$ cat src/hw/scss_pkg.sv
// Package for the suspend control and status serializer.
// Assumes one 25 MHz clock and a plain address/strobe register port.
package scss_pkg;
	// ==========================================
	// Register map
	localparam logic [15:0] REG_SERIAL_INTERVAL_CONTROL = 16'h8504;
	localparam logic [15:0] REG_CLOCK_STOP_CONTROL = 16'h8508;
	localparam logic [15:0] REG_CPU_EVENT_SHIFT_PACKET = 16'h850c;
	localparam logic [15:0] REG_CONFIG_CTRL_TWO = 16'h00c2;
	localparam logic [15:0] REG_GFX_PIPE = 16'h8304;
	localparam logic [15:0] REG_SUSPEND_REQUEST_N_STATUS = 16'h8510;
	localparam logic [15:0] REG_RANGE_BASE = 16'h8514;
	localparam logic [15:0] REG_RANGE_MASK = 16'h8518;
	// ==========================================
	// Field positions
	localparam int HALT_SUSPEND_REQUEST_N_BIT = 3;
	localparam int PIN_SUSPEND_REQUEST_N_BIT = 7;
	localparam int CLK_STOP_BIT = 0;
	localparam int GFX_PIPE_BIT = 0;
	localparam int INTERVAL_LO = 3;
	localparam int RANGE_HIT_BIT = 1;
	// ==========================================
	// Reset values
	localparam logic [7:0] CTRL_RESET = 8'h00;
	localparam logic [7:0] PACK_RESET = 8'h00;
	localparam logic GFX_RESET = 1'b1;
	// ==========================================
	// Timing
	localparam int CLOCK_MHZ = 25;
	localparam int HALT_EXIT_CLOCKS = 6;
	localparam int PIN_EXIT_CLOCKS = 2;
	localparam int START_MARK_CLOCKS = 2;
	localparam int END_MARK_CLOCKS = 1;
	// Intervals in microseconds for select codes 0..3
	localparam int INTERVAL_US_0 = 1;
	localparam int INTERVAL_US_1 = 2;
	localparam int INTERVAL_US_2 = 5;
	localparam int INTERVAL_US_3 = 10;
	localparam int INTERVAL_CLK_0 = INTERVAL_US_0 * CLOCK_MHZ;
	localparam int INTERVAL_CLK_1 = INTERVAL_US_1 * CLOCK_MHZ;
	localparam int INTERVAL_CLK_2 = INTERVAL_US_2 * CLOCK_MHZ;
	localparam int INTERVAL_CLK_3 = INTERVAL_US_3 * CLOCK_MHZ;
	// ==========================================
	// Types
	typedef enum logic [2:0] {
		SUSPEND_REQUEST_N_RUN,
		SUSPEND_REQUEST_N_CYCLE_WAIT,
		SUSPEND_REQUEST_N_HALTED,
		SUSPEND_REQUEST_N_PIN,
		SUSPEND_REQUEST_N_LOWV
	} scss_mode_t;
	typedef enum logic [1:0] {
		SER_IDLE,
		SER_START,
		SER_DATA,
		SER_END
	} scss_ser_t;
	typedef struct packed {
		logic [15:0] addr;
		logic [31:0] wdata;
		logic wr;
		logic rd;
	} scss_bus_t;
endpackage

$ cat src/hw/scss_top.sv
// Suspend sequencer and serial status packet transmitter.
// Assumes all inputs synchronous to CLOCK; core signals are simple levels.
// Operation
// - Halt with enable: special cycle, then acknowledge
// - Halt suspend exits on interrupt or SMI
// - Drop acknowledge within six clocks, refresh delay
// - PCI master activity drops halt acknowledge
// - Pending PCI access delays halt acknowledge
// - Pin suspend needs enable and idle core
// - Suspend request sampled each rising edge
// - Request inactive drops acknowledge within two
// - Latch one interrupt and SMI each
// - PCI request drops acknowledge, later reasserts
// - PCI access in progress delays acknowledge
// - Clock stop with graphics on ignores request
// - Low voltage: self refresh, then clocks stop
// - Low voltage only leaves on request release
// - Packet sent after each selected 1-10 us idle interval
// - Output low, then two-clock start marker
// - Packet shifted out bit seven first
// - One-clock end marker, then low
// - Packet cleared after transmission
// - Halt suspend stops only core clock
// - Range hit sets packet bit one
`timescale 1ns/100ps
`default_nettype none
module scss_top
#(
	parameter int PACKET_BITS = 8
)
(
	// Clock and reset
	input wire logic CLOCK,
	input wire logic SRST,
	// Register port
	input wire scss_pkg::scss_bus_t BUS,
	output logic [31:0] READ_DATA,
	// Core events
	input wire logic HALT_INSTRUCTION,
	input wire logic CORE_IDLE,
	input wire logic MASKABLE_IRQ,
	input wire logic IRQ_ENABLED,
	input wire logic SYSMGMT_IRQ_N,
	input wire logic REFRESH_ACTIVE,
	input wire logic [31:0] MEM_ADDR,
	input wire logic MEM_VALID,
	input wire logic [5:0] CPU_EVENTS,
	// PCI side
	input wire logic PCI_MASTER_REQUEST_N,
	input wire logic PCI_MASTER_BUSY,
	input wire logic PCI_REQ_UNMASKED,
	output logic HALT_CYCLE_REQ,
	input wire logic HALT_CYCLE_DONE,
	// Companion side
	input wire logic SUSPEND_REQUEST_N,
	output logic SUSPEND_ACK_N,
	output logic STATUS_SERIAL_OUT,
	// Clock and memory control
	output logic CORE_CLOCK_EN,
	output logic INTERNAL_CLOCK_EN,
	output logic SELF_REFRESH,
	output logic IRQ_PENDING,
	output logic SMI_PENDING
);
	// The shifter and packet map serve only the eight-bit packet
	if (PACKET_BITS != 8)
	begin
		$error("Packet width must be 8");
	end

	// ==========================================
	// Registers
	logic [7:0] cfg_two;
	logic [7:0] ser_ctrl;
	logic clock_stop_enable;
	logic gfx_pipe;
	logic [7:0] packet;
	logic [31:0] range_base;
	logic [31:0] range_mask;
	scss_pkg::scss_mode_t mode;
	scss_pkg::scss_ser_t ser_state;
	logic [2:0] exit_cnt;
	logic [2:0] bit_idx;
	logic [1:0] mark_cnt;
	logic [8:0] interval_cnt;
	logic [8:0] interval_len;
	logic ser_done;
	logic range_hit;
	logic halt_suspend_enable;
	logic pin_suspend_enable;
	logic req_active;
	logic irq_event;
	logic smi_event;
	logic pci_active;

	assign halt_suspend_enable = cfg_two[scss_pkg::HALT_SUSPEND_REQUEST_N_BIT];
	assign pin_suspend_enable = cfg_two[scss_pkg::PIN_SUSPEND_REQUEST_N_BIT];
	// Request sampled as a plain level each rising edge
	assign req_active = ~SUSPEND_REQUEST_N;
	assign irq_event = MASKABLE_IRQ & IRQ_ENABLED;
	assign smi_event = ~SYSMGMT_IRQ_N;
	assign pci_active = PCI_MASTER_BUSY | (~PCI_MASTER_REQUEST_N & PCI_REQ_UNMASKED);
	assign range_hit = MEM_VALID &
		(((MEM_ADDR ^ range_base) & range_mask) == 32'h0000_0000);

	// Register writes; graphics bit is a local mirror of the pipe enable
	always_ff @(posedge CLOCK)
	begin
		if (SRST)
		begin
			cfg_two <= scss_pkg::CTRL_RESET;
			ser_ctrl <= scss_pkg::CTRL_RESET;
			clock_stop_enable <= 1'b0;
			gfx_pipe <= scss_pkg::GFX_RESET;
			range_base <= 32'h0000_0000;
			range_mask <= 32'h0000_0000;
		end
		else if (BUS.wr)
		begin
			unique case (BUS.addr)
				scss_pkg::REG_CONFIG_CTRL_TWO: cfg_two <= BUS.wdata[7:0];
				scss_pkg::REG_SERIAL_INTERVAL_CONTROL:
					ser_ctrl <= BUS.wdata[7:0];
				scss_pkg::REG_CLOCK_STOP_CONTROL:
					clock_stop_enable <= BUS.wdata[scss_pkg::CLK_STOP_BIT];
				scss_pkg::REG_GFX_PIPE: gfx_pipe <= BUS.wdata[scss_pkg::GFX_PIPE_BIT];
				scss_pkg::REG_RANGE_BASE: range_base <= BUS.wdata;
				scss_pkg::REG_RANGE_MASK: range_mask <= BUS.wdata;
				default: ;
			endcase
		end
	end

	// Read data valid only in the cycle after the strobe
	always_ff @(posedge CLOCK)
	begin
		if (SRST)
			READ_DATA <= 32'h0000_0000;
		else if (BUS.rd)
		begin
			unique case (BUS.addr)
				scss_pkg::REG_CONFIG_CTRL_TWO: READ_DATA <= {24'h0, cfg_two};
				scss_pkg::REG_SERIAL_INTERVAL_CONTROL:
					READ_DATA <= {24'h0, ser_ctrl};
				scss_pkg::REG_CLOCK_STOP_CONTROL:
					READ_DATA <= {31'h0, clock_stop_enable};
				scss_pkg::REG_GFX_PIPE: READ_DATA <= {31'h0, gfx_pipe};
				scss_pkg::REG_CPU_EVENT_SHIFT_PACKET:
					READ_DATA <= {24'h0, packet};
				scss_pkg::REG_SUSPEND_REQUEST_N_STATUS:
					READ_DATA <= {27'h0, SMI_PENDING, IRQ_PENDING, mode};
				scss_pkg::REG_RANGE_BASE: READ_DATA <= range_base;
				scss_pkg::REG_RANGE_MASK: READ_DATA <= range_mask;
				default: READ_DATA <= 32'h0000_0000;
			endcase
		end
		else
			READ_DATA <= 32'h0000_0000;
	end

	// ==========================================
	// Suspend sequencer
	// One state machine serves halt, pin and low-voltage suspend
	always_ff @(posedge CLOCK)
	begin
		if (SRST)
		begin
			mode <= scss_pkg::SUSPEND_REQUEST_N_RUN;
			exit_cnt <= 3'h0;
		end
		else
		begin
			unique case (mode)
				scss_pkg::SUSPEND_REQUEST_N_RUN:
				begin
					exit_cnt <= 3'h0;
					if (req_active & pin_suspend_enable & CORE_IDLE & ~pci_active)
					begin
						if (clock_stop_enable & gfx_pipe)
							mode <= scss_pkg::SUSPEND_REQUEST_N_RUN;
						else if (clock_stop_enable)
							mode <= scss_pkg::SUSPEND_REQUEST_N_LOWV;
						else
							mode <= scss_pkg::SUSPEND_REQUEST_N_PIN;
					end
					else if (HALT_INSTRUCTION & halt_suspend_enable)
						mode <= scss_pkg::SUSPEND_REQUEST_N_CYCLE_WAIT;
				end
				scss_pkg::SUSPEND_REQUEST_N_CYCLE_WAIT:
					if (HALT_CYCLE_DONE & ~PCI_MASTER_BUSY)
						mode <= scss_pkg::SUSPEND_REQUEST_N_HALTED;
				scss_pkg::SUSPEND_REQUEST_N_HALTED:
					// Refresh may hold acknowledge past the nominal bound
					if ((irq_event | smi_event) & ~REFRESH_ACTIVE)
						mode <= scss_pkg::SUSPEND_REQUEST_N_RUN;
				scss_pkg::SUSPEND_REQUEST_N_PIN:
					if (~req_active & ~REFRESH_ACTIVE)
						mode <= scss_pkg::SUSPEND_REQUEST_N_RUN;
				scss_pkg::SUSPEND_REQUEST_N_LOWV:
					// Nothing but request release is honoured here
					if (~req_active)
						mode <= scss_pkg::SUSPEND_REQUEST_N_RUN;
				default: mode <= scss_pkg::SUSPEND_REQUEST_N_RUN;
			endcase
		end
	end

	// Acknowledge follows suspend state; yields to PCI traffic except in low voltage
	always_ff @(posedge CLOCK)
	begin
		if (SRST)
			SUSPEND_ACK_N <= 1'b1;
		else if (mode == scss_pkg::SUSPEND_REQUEST_N_HALTED || mode == scss_pkg::SUSPEND_REQUEST_N_PIN)
			SUSPEND_ACK_N <= pci_active;
		else if (mode == scss_pkg::SUSPEND_REQUEST_N_LOWV)
			SUSPEND_ACK_N <= 1'b0;
		else
			SUSPEND_ACK_N <= 1'b1;
	end

	// Halt special cycle strobe held until the PCI side completes it
	assign HALT_CYCLE_REQ = (mode == scss_pkg::SUSPEND_REQUEST_N_CYCLE_WAIT);
	// Core clock gated in suspend; other functions keep their clock except in low voltage
	assign CORE_CLOCK_EN = ~(((mode == scss_pkg::SUSPEND_REQUEST_N_HALTED) |
		(mode == scss_pkg::SUSPEND_REQUEST_N_PIN)) & ~SUSPEND_ACK_N) &
		(mode != scss_pkg::SUSPEND_REQUEST_N_LOWV);
	assign SELF_REFRESH = (mode == scss_pkg::SUSPEND_REQUEST_N_LOWV);
	// Internal clocks stop only once self refresh is in place
	always_ff @(posedge CLOCK)
	begin
		if (SRST)
			INTERNAL_CLOCK_EN <= 1'b1;
		else
			INTERNAL_CLOCK_EN <= ~SELF_REFRESH;
	end

	// Interrupts arriving in pin suspend held once for later service
	always_ff @(posedge CLOCK)
	begin
		if (SRST)
		begin
			IRQ_PENDING <= 1'b0;
			SMI_PENDING <= 1'b0;
		end
		else if (mode == scss_pkg::SUSPEND_REQUEST_N_PIN)
		begin
			IRQ_PENDING <= IRQ_PENDING | irq_event;
			SMI_PENDING <= SMI_PENDING | smi_event;
		end
		else if (mode == scss_pkg::SUSPEND_REQUEST_N_RUN)
		begin
			IRQ_PENDING <= 1'b0;
			SMI_PENDING <= 1'b0;
		end
	end

	// ==========================================
	// Serial packet transmitter
	always_comb
	begin
		unique case (ser_ctrl[scss_pkg::INTERVAL_LO +: 2])
			2'h0: interval_len = 9'(scss_pkg::INTERVAL_CLK_0);
			2'h1: interval_len = 9'(scss_pkg::INTERVAL_CLK_1);
			2'h2: interval_len = 9'(scss_pkg::INTERVAL_CLK_2);
			default: interval_len = 9'(scss_pkg::INTERVAL_CLK_3);
		endcase
	end

	assign ser_done = (ser_state == scss_pkg::SER_END);

	// Events accumulate; clear after send, but a new event wins
	always_ff @(posedge CLOCK)
	begin
		if (SRST)
			packet <= scss_pkg::PACK_RESET;
		else if (BUS.wr &&
			BUS.addr == scss_pkg::REG_CPU_EVENT_SHIFT_PACKET)
			packet <= BUS.wdata[7:0];
		else
			packet <= (ser_done ? 8'h00 : packet) |
				{CPU_EVENTS, range_hit, 1'b0};
	end

	// Interval, markers and data shift; one bit each clock
	always_ff @(posedge CLOCK)
	begin
		if (SRST)
		begin
			ser_state <= scss_pkg::SER_IDLE;
			interval_cnt <= 9'h000;
			bit_idx <= 3'h7;
			mark_cnt <= 2'h0;
			STATUS_SERIAL_OUT <= 1'b0;
		end
		else
		begin
			unique case (ser_state)
				scss_pkg::SER_IDLE:
				begin
					STATUS_SERIAL_OUT <= 1'b0;
					if (interval_cnt >= interval_len - 9'h001)
					begin
						interval_cnt <= 9'h000;
						ser_state <= scss_pkg::SER_START;
						mark_cnt <= 2'h0;
						STATUS_SERIAL_OUT <= 1'b1;
					end
					else
						interval_cnt <= interval_cnt + 9'h001;
				end
				scss_pkg::SER_START:
				begin
					if (mark_cnt == 2'(scss_pkg::START_MARK_CLOCKS - 1))
					begin
						ser_state <= scss_pkg::SER_DATA;
						bit_idx <= 3'h7;
						STATUS_SERIAL_OUT <= packet[7];
					end
					mark_cnt <= mark_cnt + 2'h1;
				end
				scss_pkg::SER_DATA:
				begin
					if (bit_idx == 3'h0)
					begin
						ser_state <= scss_pkg::SER_END;
						STATUS_SERIAL_OUT <= 1'b1;
					end
					else
						STATUS_SERIAL_OUT <= packet[bit_idx - 3'h1];
					bit_idx <= bit_idx - 3'h1;
				end
				scss_pkg::SER_END:
				begin
					ser_state <= scss_pkg::SER_IDLE;
					STATUS_SERIAL_OUT <= 1'b0;
				end
			endcase
		end
	end
endmodule
`default_nettype wire

$ cat config.mk
export PLATFORM = sky130hd
export DESIGN_NAME = scss_top
export DESIGN_NICKNAME = d
export VERILOG_FILES = /design/src/hw/scss_pkg.sv /design/src/hw/scss_top.sv
export SDC_FILE = /design/constraint.sdc
export NUM_CORES = 1
export LEC_CHECK = 0
export ABC_AREA = 1
export BUFFER_PORTS_ARGS = -buffer_cell sky130_fd_sc_hd__buf_2
export CAP_MARGIN = 25
export CORE_MARGIN = 5
export CORE_UTILIZATION = 40
export CTS_CLUSTER_DIAMETER = 80
export DETAILED_ROUTE_END_ITERATION = 8
export GPL_TIMING_DRIVEN = 0
export PLACE_DENSITY_LB_ADDON = 0.3
export SYNTH_ARGS = -nofsm -noshare
export SYNTH_HDL_FRONTEND = slang
export SYNTH_SLANG_ARGS = --single-unit
$ cat constraint.sdc
create_clock -name CLOCK -period 3.4 [get_ports CLOCK]
set_input_delay 0 -clock CLOCK [delete_from_list [all_inputs] [get_ports CLOCK]]
set_output_delay 0 -clock CLOCK [all_outputs]
set_load 0.02 [all_outputs]
* After elaboration in Yosys (flattened, before gate mapping) *
Cells that the tools add are included.
Widths: inputs -> output; s select.

cells by class
  add/sub/neg operators = 4
  order comparisons = 2
  equal/unequal tests = 27
  muxes and demuxes = 33
  bitwise logic cells = 31
  reduce and logical (&&, ||, !) cells = 21

operators with widths
  cell                  number
  $pmux 32 s8           1
  $eq 16x16->1 const B  7
  $and 32x32->32        1
  $logic_not 32->1      1
  $xor 32x32->32        1
  $mux 3                9
  $pmux 8 s3            1
  $eq 16x8->1 const B   1
  $mux 8                2
  $reduce_and 2->1      8
  $pmux 3 s5            1
  $and 1x1->1           13
  $ne 2x2->1 const B    6
  $not 1->1             10
  $add 9x1->9 const B   1
  $ge 9x9->1            1
  $mux 1                9
  $mux 9                1
  $sub 9x1->9 const B   1
  $mux 2                4
  $or 8x8->8            1
  $pmux 2 s4            1
  $eq 2x1->1 const B    3
  $eq 2x2->1 const B    3
  21 further kinds      31

storage, ports and cells
  register bits = 146
  input bits = 102
  output and inout bits = 40
  word-level logic and storage cells = 136

* Depth between registers and ports, before layout *
  depth in word-level cells = 7
  gate-level depth with buffers = 12
  depth with buffers taken out = 12

* Least setup slack after synthesis *
No wires, ideal clock.

  path kind = register to register
  from = register ser_ctrl[4]
  to = register ser_state[0]
  setup time = 115 ps
  arrival = 1,514 ps
  required time = 3,285 ps
  setup slack = 1,771 ps
  cell stages (with the launch flop) = 11
  buffers on the path = 0
  clock period less this slack = 1,629 ps
  cell sequence = dfxtp_1 -> inv_1 -> ha_1 -> nand2_1 -> inv_1 -> nand3_1 -> nor2_1 -> nor2_1 -> nand3_1 -> a21oi_1 -> nor2_1

on the way
  word-level cells in the longest chain between the ends = 6
  elaborated cells between the ends (all ways) = 8
  classes of those cells = add/sub (1); order compare (1); eq/ne (3); mux (1); reduce/logical (2)

RTL lines
  element                                RTL line         text
  start: declaration                     scss_top.sv:74   logic [7:0] ser_ctrl;
  start signal: assignment               scss_top.sv:112  ser_ctrl <= scss_pkg::CTRL_RESET;
  start signal: assignment               scss_top.sv:123  ser_ctrl <= BUS.wdata[7:0];
  $eq 2x2->1 (tied with other cells)     scss_top.sv:261  unique case (ser_ctrl[scss_pkg::INTERVAL_LO +: 2])
  $pmux 8 s3 (*)                         scss_top.sv:261
  $sub 9x1->9 (*)                        scss_top.sv:301  if (interval_cnt >= interval_len - 9'h001)
  $ge 9x9->1 (*)                         scss_top.sv:301
  $ne 2x2->1 (no source line) (*)        --
  $reduce_and 3->1 (no source line) (*)  --
  end signal: assignment                 scss_top.sv:304  ser_state <= scss_pkg::SER_START;
  end signal: assignment                 scss_top.sv:315  ser_state <= scss_pkg::SER_DATA;
  end signal: assignment                 scss_top.sv:325  ser_state <= scss_pkg::SER_END;
  end: declaration                       scss_top.sv:81   scss_pkg::scss_ser_t ser_state;

Mark *: on every way between the ends. The rest lies on a longest branch, timed or not.
A chain may end at the register's enable or synchronous reset.

* Final worst setup path *
Ends and elaborated chain as after synthesis.

==> key figures <==
Critical path
  – Largest stage delay, worst path: 0.39 ns
  – Worst EP arrival: 2.31 ns
  – Critical-path top delay cell: dfxtp_1
  – CP Max Fanout: 9
  – CP Cell Sequence: inv_1 -> ha_1 -> nand2_1 -> inv_1 -> nand3_1 -> nor2_1 -> nor2_1 -> nand3_1 -> nand3_1 -> nand2_1 -> nor2_1
  – Crit path capture type: flop
  – CP top delay family: simple AND/OR/NAND/NOR gates
  – CP required: 3.76 ns
  – Critical path type: reg -> reg
  – Bufs and invs on worst path: 2
  – CP startpoint kind: flop

Place
  – DP HPWL: 15,700 µm
  – Global placement routability congestion: 0.893
  – Port bufs: 138

Pwr
  – Static Leak: 0.00421 µW
  – Pwr per Cell Area: 483 mW/mm²
  – Max VDD drop: 0.358 mV
  – Total power: 4560 µW

Routing
  – First-iteration detailed-routing DRC count: 493
  – # DRC: 0
  – Pre-antenna DRT Iters: 5
  – Routed wl met3: 1190 µm
  – Met1 Routed Length: 9700 µm
  – Vias per cell: 4.90
  – Met2 WL post-DR: 10,100 µm
  – Routed Antenna Nets: 0
  – Uppermost routed layer: met4
  – DR WL/cell: 14.2 µm
  – Vias: 7,432
  – Final WL: 21,500 µm

Floorplan
  – # rows: 49
  – Total core area: 0.0180 mm²
  – # IOs: 142
  – Starting Density: 0.406
  – DIE AREA: 0.0210 mm²
  – Die H: 145 µm
  – Die W: 145 µm

Final layout
  – Syn-to-layout area delta: 29.6%
  – Fraction of final layout cells sized beyond drive strength 1: 0.187
  – Fin nets: 1,391

Logic synthesis
  – Synth Area in Compound Gates: 0.174
  – Number of synthesized flops with an enable pin: 0
  – Syn. warnings: 0
  – Largest family of logic cells by synthesized area: simple AND/OR/NAND/NOR gates
  – Multiplexer share of the synthesized area: 0
  – Synth Area per Inst: 6.87 µm²
  – Most common cell in the synthesized netlist: inv_1
  – Sequential area share after synthesis: 0.401
  – Synth async-reset ratio: 0
  – Post-synth top area share: 0.401
  – Synthesized cell area: 0.00729 mm²
  – Post-Synth Adder-Cell Area: 0.0292
  – Simple-Gate Fraction of Synth Area: 0.257
  – Top cells by area, synth: dfxtp_1 40%, inv_1 9.5%, nand2_1 9.2%
  – Yosys top cell by area: dfxtp_1
  – Number of synthesized register bits: 146
  – Main flop type after synthesis: dfxtp_1
  – Library cells used by synthesis: 34
  – Synth Area in XOR/XNOR: 0.0108
  – Mapped Cells: 1,062
  – Synth top cells by count: 185 x inv_1, 179 x nand2_1, 146 x dfxtp_1
  – Syn_nets: 1,181

Run
  – MaxCap Viol Count: 0

Global routing
  – First-pass GRT wire length: 35,700 µm
  – GRT overflow: 0
  – Largest net degree at the start of global routing: 17
  – Initial antenna violation count: 1
  – Total GRT Usage: 0.204
  – Vias in the first global route: 7,144

Timing
  – Clk_skew: 0.00858 ns
  – Unrepaired setup endpoints after global routing: no
  – Fin. max-slew vios: 0
  – Worst slew pin tran: 0.595 ns
  – Final setup viols: 0
  – Post-route setup TNS: 0 ns
  – Final Hold Vio Count: 0
  – Max Freq: 0.514 GHz
  – Tmin final: 1.95 ns
  – Worst rel slew slack: 0.604
  – Final worst path period share: 0.572

Clocking
  – Clock Tree Root: clkbuf_16
  – Longest Clk Path Bufs: 2
  – Clock H-tree levels: 4
  – Clock sinks: 146
  – TritonCTS Buffers: 17
  – CTS tree: built
  – CTS clk-pin slew, worst paths: 0.06 ns
  – Clock latency on the worst-skew pair: 0.43 ns

Run status
  – Status: finished clean

Hold path
  – Worst hold path class: in -> reg
[per-layer routing]
layer,track usage,vias up
li1,-,3841
met5,0,-
met4,0.0711,0
met3,0.0415,33
met2,0.332,222
met1,0.270,3336
[cell families after synthesis]
group | count (synthesis)
AO/OA/AOI/OAI | 244
XOR/XNOR | 9
adder cells (fa/ha/maj) | 17
buffers and inverters | 228
flip-flops | 146
other | 2
AND/OR/NAND/NOR | 416
[flip-flops by register name, indices dropped and copies added, names as in the netlist, 2 cells and up]
register      cells
mark_cnt          2
cfg_two           8
range_base       32
packet            8
mode              3
range_mask       32
interval_cnt      9
ser_state         2
bit_idx           3
READ_DATA        32
ser_ctrl          8
[worst paths after layout]
path	slack (ns)	endpoint	startpoint	cells after the start
hold reg to reg	0.46	ser_ctrl[1]$_SDFFE_PP0P_	ser_ctrl[1]$_SDFFE_PP0P_	2
setup / recovery	1.45	ser_state[0]$_SDFFE_PP0P_	ser_ctrl[4]$_SDFFE_PP0P_	11
hold / removal	0.04	mode[0]$_SDFFE_PP0P_	REFRESH_ACTIVE	6
setup reg to reg	1.45	ser_state[0]$_SDFFE_PP0P_	ser_ctrl[4]$_SDFFE_PP0P_	11
[power by group]
group	internal, µW	switching, µW	total, µW	leakage, µW
clock	1290	753	2040	0.000316
sequential	1770	60.3	1830	0.00118
combinational	272	419	691	0.00271
[through the flow]
| stage | hold WS (ns) | cells | worst slack (ns) | cell area (µm²) | util |
|---|---|---|---|---|---|
| 3_3_place_gp | 0.210 | 1429 | 1.53 | 8270 | 0.460 |
| 5_1_grt | 0.108 | 1515 | 1.21 | 9450 | 0.526 |
| 6_report | 0.0423 | 1516 | 1.45 | 9450 | 0.526 |
| 2_1_floorplan | 0.100 | 1062 | 1.77 | 7290 | - |
| 3_5_place_dp | 0.220 | 1429 | 1.48 | 8270 | 0.460 |
| 4_1_cts | 0.0340 | 1514 | 1.46 | 9440 | 0.526 |
[worst register-to-register path: cells and delay by family, from the launching register on]
family,cells,cell delay (ns)
DFF,1,0.39
and+or+nand+nor,8,1.01
buffers and inverters,2,0.17
adders and majority gates,1,0.32
[repair_timing]
item	in CTS	in global routing
gates resized for setup	0	0
hold endpoints to repair	94	0
setup endpoints to repair	0	0
hold buffers	53	0
buffers inserted	0	0
[layout make-up]
cell class	instances	area, µm²
Inverter	188	706
Fill cell	1764	8510
Buffer	40	221
Clock buffer	20	467
Multi-Input combinational cell	688	3440
Antenna cell	2	5.00
Sequential cell	146	2920
Tap cell	229	287
Clock inverter	12	178
Timing Repair Buffer	191	1220
[cells in the final DEF (no fill, tap or decap), types with 2 or more instances in the layout]
master and count:
a211oi_1 7, a21oi_1 115, buf_1 3, buf_2 154, buf_4 3, buf_6 5
bufinv_16 4, clkbuf_1 11, clkbuf_16 17, clkbuf_2 2, clkbuf_8 3, clkinv_2 3
clkinv_4 3, conb_1 2, dfxtp_1 146, diode_2 2, dlygate4sd3_1 53, ha_1 17
inv_1 185, inv_2 2, nand2_1 179, nand2_2 3, nand3_1 73, nand4_1 23
nor2_1 85, nor2_2 31, nor2_4 2, nor3_1 12, o21ai_0 70, o21ai_1 30
o22ai_1 21, or2_2 3, xor2_1 8
Note: power is estimated with default switching activity, not from simulation.
